### src/verilog/lcm_defines.vh
// Operation
// - Link-channel enable 0 puts transmit HDLC on data link, 1 on timeslots.
// - Mode 0 takes one timeslot number from bits 4..0, bit 4 MSB.
// - Mode 1 ignores channel number and uses per-channel block selects.
// - Each suppress bit set stops that timeslot bit carrying HDLC data.
// - HDLC may serve a timeslot while legacy path serves the data link.
// - Legacy receive capture and HDLC receive run together independently.
// - Each kept data-link or Fs bit shifts into an 8-bit receive register.
// - Each full byte sets the receive-link-full status flag.
// - Full flag with its mask enabled drives interrupt low.
// - Completed byte equal to either match byte sets the match flag.
// - Match flag with its mask enabled drives interrupt low.
// - Destuffer enabled deletes a zero after exactly five ones.
// - A zero after six or more ones passes through unchanged.
// - First received bit lands in bit 0, last in bit 7.
// - Two 8-bit match registers at 0x29 and 0x2a compare each byte.
`ifndef LCM_DEFINES_VH
`define LCM_DEFINES_VH
`define LCM_ADDR_RX_BYTE     8'h28
`define LCM_ADDR_MATCH_ONE   8'h29
`define LCM_ADDR_MATCH_TWO   8'h2a
`define LCM_ADDR_TX_CTRL     8'h92
`define LCM_ADDR_TX_SUPP     8'h93
`define LCM_TX_CTRL_ENABLE   7
`define LCM_TX_CTRL_MODE     5
`define LCM_TX_CTRL_NUM_HI   4
`define LCM_TX_CTRL_NUM_LO   0
`define LCM_CTRL_WMASK       8'hbf
`define LCM_RESET_BYTE       8'h00
`define LCM_BITS_PER_BYTE    4'h8
`define LCM_ONES_STUFF       3'h5
`define LCM_ONES_MAX         3'h6
`define LCM_NUM_CHANNELS     24
`endif

### src/verilog/lcm_destuff.v
`timescale 1ns/10ps
`default_nettype none
`include "lcm_defines.vh"
module lcm_destuff (
   input  wire       clock_i,
   input  wire       rst_n_i,
   input  wire       enable_i,
   input  wire       bit_valid_i,
   input  wire       bit_i,
   output wire       keep_o
);
   reg  [2:0] ones_run;
   // Saturate at six so longer runs stay distinguishable from exactly five
   always @(posedge clock_i) begin
      if (!rst_n_i) begin
         ones_run <= 3'h0;
      end else if (bit_valid_i) begin
         if (!bit_i)
            ones_run <= 3'h0;
         else if (ones_run != `LCM_ONES_MAX)
            ones_run <= ones_run + 3'h1;
      end
   end
   // Drop only the zero after exactly five ones
   assign keep_o = !(enable_i && !bit_i && (ones_run == `LCM_ONES_STUFF));
endmodule // lcm_destuff
`default_nettype wire

### src/verilog/lcm_tx_map.v
`timescale 1ns/10ps
`default_nettype none
`include "lcm_defines.vh"
module lcm_tx_map (
   input  wire [7:0]  ctrl_i,
   input  wire [7:0]  suppress_i,
   input  wire [23:0] block_sel_i,
   input  wire [4:0]  channel_i,
   input  wire [2:0]  bit_pos_i,
   output wire        on_link_o,
   output wire        hdlc_bit_o
);
   wire       ts_en = ctrl_i[`LCM_TX_CTRL_ENABLE];
   wire       mode  = ctrl_i[`LCM_TX_CTRL_MODE];
   wire [4:0] num   = ctrl_i[`LCM_TX_CTRL_NUM_HI:`LCM_TX_CTRL_NUM_LO];
   wire [23:0] sel_vec;
   genvar g;
   // Per-channel selection, single number or block vector
   generate
      for (g = 0; g < `LCM_NUM_CHANNELS; g = g + 1) begin : g_ch
         localparam [4:0] CH_NUM = g;
         assign sel_vec[g] = mode ? block_sel_i[g] : (num == CH_NUM);
      end
   endgenerate
   wire in_range = (channel_i < 5'h18);
   assign on_link_o = !ts_en;
   // Bit position 0 is the timeslot MSB, bit 7 its LSB
   assign hdlc_bit_o = ts_en && in_range && sel_vec[channel_i]
                       && !suppress_i[3'h7 - bit_pos_i];
endmodule // lcm_tx_map
`default_nettype wire

### src/verilog/lcm_link_channel.v
`timescale 1ns/10ps
`default_nettype none
`include "lcm_defines.vh"
module lcm_link_channel (
   input  wire        clock_i,
   input  wire        rst_n_i,
   // Host parallel port
   input  wire [7:0]  addr_i,
   input  wire [7:0]  wdata_i,
   input  wire        wr_i,
   input  wire        rd_i,
   output reg  [7:0]  rdata_o,
   // Status, mask and destuff controls held elsewhere in the device
   input  wire        rx_link_full_irq_en_i,
   input  wire        rx_link_match_irq_en_i,
   input  wire        zero_destuff_enable_i,
   input  wire        full_flag_clear_i,
   input  wire        match_flag_clear_i,
   output reg         rx_link_full_flag_o,
   output reg         rx_link_match_flag_o,
   output wire        int_n_o,
   // Receive data-link bit stream from the framer
   input  wire        rx_bit_valid_i,
   input  wire        rx_bit_i,
   // Transmit timeslot position and block selects
   input  wire [23:0] tx_channel_block_select_i,
   input  wire [4:0]  tx_channel_i,
   input  wire [2:0]  tx_bit_pos_i,
   output wire        tx_hdlc_on_link_o,
   output wire        tx_hdlc_bit_o
);
   ////////////////////////////////////////////////////////////////////////
   reg  [7:0] tx_link_channel_control;
   reg  [7:0] tx_link_bit_suppress;
   reg  [7:0] rx_link_match_one;
   reg  [7:0] rx_link_match_two;
   reg  [7:0] rx_link_byte;
   reg  [7:0] shift_reg;
   reg  [3:0] bit_count;
   wire       keep_bit;
   wire [7:0] next_shift;
   wire       byte_done;

   // Host register writes
   always @(posedge clock_i) begin
      if (!rst_n_i) begin
         tx_link_channel_control <= `LCM_RESET_BYTE;
         tx_link_bit_suppress    <= `LCM_RESET_BYTE;
         rx_link_match_one       <= `LCM_RESET_BYTE;
         rx_link_match_two       <= `LCM_RESET_BYTE;
      end else if (wr_i) begin
         case (addr_i)
            `LCM_ADDR_TX_CTRL:   tx_link_channel_control <= wdata_i & `LCM_CTRL_WMASK;
            `LCM_ADDR_TX_SUPP:   tx_link_bit_suppress    <= wdata_i;
            `LCM_ADDR_MATCH_ONE: rx_link_match_one       <= wdata_i;
            `LCM_ADDR_MATCH_TWO: rx_link_match_two       <= wdata_i;
            default: ;
         endcase
      end
   end

   // Registered read data, unmapped reads return zero
   always @(posedge clock_i) begin
      if (!rst_n_i) begin
         rdata_o <= 8'h00;
      end else if (rd_i) begin
         case (addr_i)
            `LCM_ADDR_RX_BYTE:   rdata_o <= rx_link_byte;
            `LCM_ADDR_MATCH_ONE: rdata_o <= rx_link_match_one;
            `LCM_ADDR_MATCH_TWO: rdata_o <= rx_link_match_two;
            `LCM_ADDR_TX_CTRL:   rdata_o <= tx_link_channel_control;
            `LCM_ADDR_TX_SUPP:   rdata_o <= tx_link_bit_suppress;
            default:             rdata_o <= 8'h00;
         endcase
      end
   end

   ////////////////////////////////////////////////////////////////////////
   // Receive path runs regardless of HDLC receive use
   lcm_destuff u_destuff (
      .clock_i     (clock_i),
      .rst_n_i     (rst_n_i),
      .enable_i    (zero_destuff_enable_i),
      .bit_valid_i (rx_bit_valid_i),
      .bit_i       (rx_bit_i),
      .keep_o      (keep_bit)
   );

   // LSB-first: new bit enters at the top and moves down
   assign next_shift = {rx_bit_i, shift_reg[7:1]};
   assign byte_done  = rx_bit_valid_i && keep_bit
                       && (bit_count == `LCM_BITS_PER_BYTE - 4'h1);

   // Shift kept bits, count to eight
   always @(posedge clock_i) begin
      if (!rst_n_i) begin
         shift_reg <= 8'h00;
         bit_count <= 4'h0;
      end else if (rx_bit_valid_i && keep_bit) begin
         shift_reg <= next_shift;
         bit_count <= byte_done ? 4'h0 : bit_count + 4'h1;
      end
   end

   // Whole byte moves at once; old byte lost if unread
   always @(posedge clock_i) begin
      if (!rst_n_i)
         rx_link_byte <= `LCM_RESET_BYTE;
      else if (byte_done)
         rx_link_byte <= next_shift;
   end

   // Sticky flags, a new event wins over a clear in the same cycle
   always @(posedge clock_i) begin
      if (!rst_n_i) begin
         rx_link_full_flag_o  <= 1'b0;
         rx_link_match_flag_o <= 1'b0;
      end else begin
         if (byte_done)
            rx_link_full_flag_o <= 1'b1;
         else if (full_flag_clear_i)
            rx_link_full_flag_o <= 1'b0;
         if (byte_done && (next_shift == rx_link_match_one ||
                           next_shift == rx_link_match_two))
            rx_link_match_flag_o <= 1'b1;
         else if (match_flag_clear_i)
            rx_link_match_flag_o <= 1'b0;
      end
   end

   // Active-low interrupt, gated by masks
   assign int_n_o = !((rx_link_full_flag_o && rx_link_full_irq_en_i) ||
                      (rx_link_match_flag_o && rx_link_match_irq_en_i));

   ////////////////////////////////////////////////////////////////////////
   // Transmit mapping; legacy link path stays free when on timeslots
   lcm_tx_map u_tx_map (
      .ctrl_i      (tx_link_channel_control),
      .suppress_i  (tx_link_bit_suppress),
      .block_sel_i (tx_channel_block_select_i),
      .channel_i   (tx_channel_i),
      .bit_pos_i   (tx_bit_pos_i),
      .on_link_o   (tx_hdlc_on_link_o),
      .hdlc_bit_o  (tx_hdlc_bit_o)
   );
endmodule // lcm_link_channel
`default_nettype wire

### config.mk
export PLATFORM = sky130hd
export DESIGN_NAME = lcm_link_channel
export DESIGN_NICKNAME = d
export VERILOG_FILES = /design/src/verilog/lcm_destuff.v /design/src/verilog/lcm_tx_map.v /design/src/verilog/lcm_link_channel.v
export VERILOG_INCLUDE_DIRS = /design/src /design/src/verilog
export SDC_FILE = /design/constraint.sdc
export NUM_CORES = 1
export LEC_CHECK = 0
export ABC_AREA = 1
export BUFFER_PORTS_ARGS = -buffer_cell sky130_fd_sc_hd__buf_2
export CAP_MARGIN = 20
export CELL_PAD_IN_SITES_DETAIL_PLACEMENT = 1
export CELL_PAD_IN_SITES_GLOBAL_PLACEMENT = 1
export CORE_UTILIZATION = 39
export DETAILED_ROUTE_END_ITERATION = 8
export MAX_ROUTING_LAYER = met4
export PLACE_DENSITY_LB_ADDON = 0.1
export SETUP_SLACK_MARGIN = 0.2
export SLEW_MARGIN = 20
export SYNTH_ARGS = -nofsm -noshare
export SYNTH_HDL_FRONTEND = slang
export SYNTH_SLANG_ARGS = --single-unit
### constraint.sdc
create_clock -name clock_i -period 2 [get_ports clock_i]
set_input_delay 0.2 -clock clock_i [delete_from_list [all_inputs] [get_ports clock_i]]
set_output_delay 0.2 -clock clock_i [all_outputs]
set_load 0.05 [all_outputs]
After elaboration in Yosys (flattened, before gate mapping)
Cells that the tools add are included.
Widths: inputs -> output; s select.
{ "word_totals": {"ff_bits": 64, "in_bits": 59, "out_inout_bits": 13} }
{ "op_classes": {"n_addsub": 3, "order_cmp": 3, "n_eq_ne": 34, "mux": 36, "reduce_logical": 25} }
{ "op_table": {"columns": ["operator", "n"], "rows": [
  ["$eq 5x4->1 const B", 8],
  ["$eq 5x5->1 const B", 8],
  ["$pmux 8 s5", 1],
  ["$mux 1", 30],
  ["$eq 8x6->1 const B", 3],
  ["$eq 5x3->1 const B", 4],
  ["$eq 8x8->1", 2],
  ["$eq 8x8->1 const B", 2],
  ["$eq 5x2->1 const B", 2],
  ["$logic_and 1x1->1", 10],
  ["$reduce_and 2->1", 5],
  ["$lt 5x6->1 const B", 1],
  ["$mux 3", 2],
  ["$bmux 1 s5", 1],
  ["$eq 5x1->1 const B", 1],
  ["$logic_not 1->1", 5],
  ["$logic_not 5->1", 1],
  ["$lt 5x5->1 const B", 1],
  ["$add 4x1->4 const B", 1],
  ["$eq 4x3->1 const B", 1],
  ["$lt 3x4->1 const B", 1],
  ["$mux 4", 1],
  ["$reduce_bool 2->1", 2],
  ["$add 3x1->3 const B", 1],
  ["other kinds (6)", 7]
]} }

Logic depth before layout (Yosys ltp)
{ "depth": {"ltp_word": 8, "depth_mapped": 12, "depth_no_buf": 11} }

By module
From an unflattened synthesis, not the netlist that was laid out.
{ "unflattened": {"hier_cells": 540, "area_unflattened_um2": 3634.7} }
{ "by_module_without_submodules": {"columns": ["module", "n_inst", "cells_each", "area_per_inst_um2"], "rows": [
  ["lcm_link_channel", 1, 380, 2792.7],
  ["lcm_tx_map", 1, 130, 636.9],
  ["lcm_destuff", 1, 30, 205.2]
]} }

Worst setup path before layout
Ideal clock, no wire load.
{ "synth_timing": {"path_kind": "reg2out", "startpoint": "reg tx_link_channel_control[5]", "endpoint": "out tx_hdlc_bit_o", "arrival_time_ns": 1.630, "slack_ns": 0.170, "stages_incl_launch_ff": 10, "cell_sequence": "dfxtp_1 > buf_6 > inv_2 > buf_6 > buf_6 > a211oi_2 > nand3_1 > nand3_1 > nand2_1 > a21oi_2"} }
{ "synth_between": {"elab_chain_len": 5} }
{ "synth_lines": {"columns": ["element", "line", "rtl"], "rows": [
  ["start: declaration", "lcm_link_channel.v:33", "reg [7:0] tx_link_channel_control;"],
  ["start signal: assignment", "lcm_link_channel.v:47", "tx_link_channel_control <= `LCM_RESET_BYTE;"],
  ["start signal: assignment", "lcm_link_channel.v:53", "`LCM_ADDR_TX_CTRL: tx_link_channel_control <= wdata_i & `LCM_CTRL_WMASK;"],
  ["$mux 1", "lcm_tx_map.v:22", "assign sel_vec[g] = mode ? block_sel_i[g] : (num == CH_NUM);"],
  ["$bmux 1 s5 (*)", "lcm_tx_map.v:28", "assign hdlc_bit_o = ts_en && in_range && sel_vec[channel_i]"],
  ["$mux 1 (implied by the code) (*)", "lcm_tx_map.v:28", null],
  ["$logic_and 1x1->1 (*)", "lcm_tx_map.v:28", null],
  ["$logic_and 1x1->1 (*)", "lcm_tx_map.v:29", "&& !suppress_i[3'h7 - bit_pos_i];"],
  ["end: declaration", "lcm_link_channel.v:30", "output wire tx_hdlc_bit_o"]
]} }
Every way passes the cells marked *; elsewhere a longest branch is shown, timed or not. The select of a mux whose other input is x is not followed.

Final worst setup path
{ "layout_timing": {"startpoint": "reg tx_link_channel_control[0]", "endpoint": "out tx_hdlc_bit_o"} }
{ "layout_between": {"elab_chain_len": 6} }
{ "layout_lines": {"columns": ["element", "line"], "rows": [
  ["$eq 5x1->1 (tied with other cells)", "lcm_tx_map.v:22"],
  ["$mux 1", "lcm_tx_map.v:22"],
  ["$bmux 1 s5 (*)", "lcm_tx_map.v:28"],
  ["$mux 1 (implied by the code) (*)", "lcm_tx_map.v:28"],
  ["$logic_and 1x1->1 (*)", "lcm_tx_map.v:28"],
  ["$logic_and 1x1->1 (*)", "lcm_tx_map.v:29"]
]} }
Marks and branches as above.

==> reports/qor.yml <==
wl_um: 11180
yosysTopAreaCell: "dfxtp_1"
cts.root.buffer_cell: "clkbuf_8"
dp_cells: 654
synth_cell_type_count: 39
p_leak_nw: 1.716
hold_slack_ps: 98.75
avgRoutedWirePerCell_um: 16.61
layout_setup_ws_ps: -68.39
cts_made_buffers: 9
die_h_um: 95.93
nFillCells: 1129
dieArea_sq_um: 9203
first_iter_violations: 113
viasPerCell: 5.426
vias: 3652
ys_top_cells_by_area: "dfxtp_1 (37%), a21oi_1 (11%), o21ai_0 (8.3%)"
cts_buffer_depth: 2
area_delta_synth_final_pct: 22.36
async_flop_share_pct: 0
skew_ps: 9.595
rsz0062_at_grt: "true"
crit_arrival_ps: 1870
drv_cap: 0
hp-class: "in2reg"
ir_drop_v: 0.0003873
start_util_pct: 41.05
final-setup-viol-count: 1
tritoncts: "built"
synth_edf_count: 0
num_rows: 33
antenna_found_initial: 0
synth_cells: 491
n_antenna_cell: 0
tns_ps: -68.39
relSlewSlack_pct: 59.10
remaining_drc_errors: 0
layout_min_cycle_time_ps: 2068
final_common_cell: "a21oi_1"
startpoint_type: "register"
status: "finished with violations"
clk_latency_ps: 340
synth_area_sq_um: 3441
layout_common_cells: "a21oi_1 (72), buf_2 (70), inv_1 (67), nand2_1 (63), dfxtp_1 (58)"
hold_buffers: 0
timing.final.crit_share_pct: 103.4
clk_pin_slew_ps: 80
slew_viol_final: 0
crit_type: "reg2out"
fin_nets: 626
grt_pass1_vias: 3617
p_per_area_nw_per_um2: 685.6
grt_max_degree: 48
ys_ff_latch: 63
max_slew.worst_pin.slew_ps: 612.8
grt_pass1_wl_um: 17770
syn_avg_cell_area_sq_um: 7.008
die_w_um: 95.93
core_sq_um: 8382
ios: 72
dr.pass1.iters: 4
violations: "setup timing"
io_buffers: 71
instances_no_fill: 673
htree_levels: 3
ys_warn_count: 0
gp_congestion: 0.8602
drtAntennaViolNets: 0
drive_gt1_share_pct: 24.12
worstPathMaxFanout: 6
syn_nets: 554
grt_usage_pct: 26.28
cp.required_ps: 1800
max_freq_mhz: 483.5
synth_flop_cell: "dfxtp_1"
cts.sinks: 63
utilization_pct: 50.23
grt_overflow: 0
synth_top_area_share_pct: 36.65
dp_hpwl_um: 8351
hold_viol_final: 0
worstSetupEndpointType: "output pin"
ys_seq_area_share_pct: 36.65
[synth_stat cells, types with 4 or more instances]
library cell	instances
o211ai_1	5
nand2_2	4
inv_2	4
inv_1	69
nand4_1	13
buf_2	5
a21oi_1	73
nand2_1	66
clkbuf_1	8
buf_6	5
nor3_1	4
o21ai_0	57
nor2_1	26
a211oi_1	10
o22ai_1	8
ha_1	4
dfxtp_1	63
xor2_1	6
nand3_1	32
[path summary, 6_finish.rpt]
| kind | slack [ps] | from | cells after the start | endpoint |
|---|---|---|---|---|
| worst min-delay path | 100 | match_flag_clear_i | 4 | rx_link_match_flag_o |
| worst max-delay path | -70 | tx_link_channel_control[0] | 11 | tx_hdlc_bit_o |
| worst min register to register | 460 | rx_link_byte[3] | 2 | rx_link_byte[3] |
| worst max register to register | 330 | u_destuff.ones_run[1] | 8 | rx_link_byte[3] |
[repair_timing]
action,4_1_cts,5_1_grt
setup buffers,3,0
endpoints found under the setup margin,2,2
pin swaps,6,13
gates resized for setup,22,12
[worst max-delay path, cell delays in order (launching register included)]
cell and delay, ps:
dfxtp_4 380, nor2_4 130, buf_4 110, nand3_1 80
nand3_1 100, nand3_2 80, nand3_2 90, nand3_1 80
nand2_1 80, nand2_2 70, a21oi_4 150, buf_8 150
[stage by stage]
stage | setup slack (ps) | area [sq um] | total power, mW
3_3_place_gp | 137.5 | 3865 | 1.640
4_1_cts | -72.75 | 4173 | 2.897
3_5_place_dp | 17.06 | 3865 | 1.653
2_1_floorplan | 310.2 | 3448 | 1.508
5_1_grt | -181.6 | 4210 | 3.007
6_report | -68.39 | 4210 | 2.887
[where the power goes]
part | leakage (nW) | switching (mW) | internal (mW)
Sequential | 0.515 | 0.0247 | 1.27
Clock | 0.116 | 0.529 | 0.731
Combinational | 1.08 | 0.210 | 0.117
Total | 1.72 | 0.764 | 2.12
[area by class of cell]
cell class,instances,area [sq um],share of cell area (%)
inverters,74,282.8,6.716
clock inverters,6,83.83,1.991
clock buffers,10,137.6,3.269
flip-flops and latches,63,1277,30.34
multi-input cells,335,1861,44.19
well taps,105,131.4,3.120
repair buffers,80,436.7,10.37
[cells by family after synthesis]
kind of cell	share of synthesized area (%)
compound gates	27.20
xor+xnor	1.527
fa+ha+maj	1.455
buf+inv	11.42
flops	36.65
simple gates	21.75
[per-layer routing]
layer	global-route usage, %	up-vias	part of all wire (%)	routed length, um
li1	-	1818	-	-
met1	32.08	1755	46	5130
met2	44.88	65	50	5564
met3	4.423	14	3.2	357
met4	6.841	0	1.1	125
met5	-	-	0	0
Power figures use the tool's default switching activity.
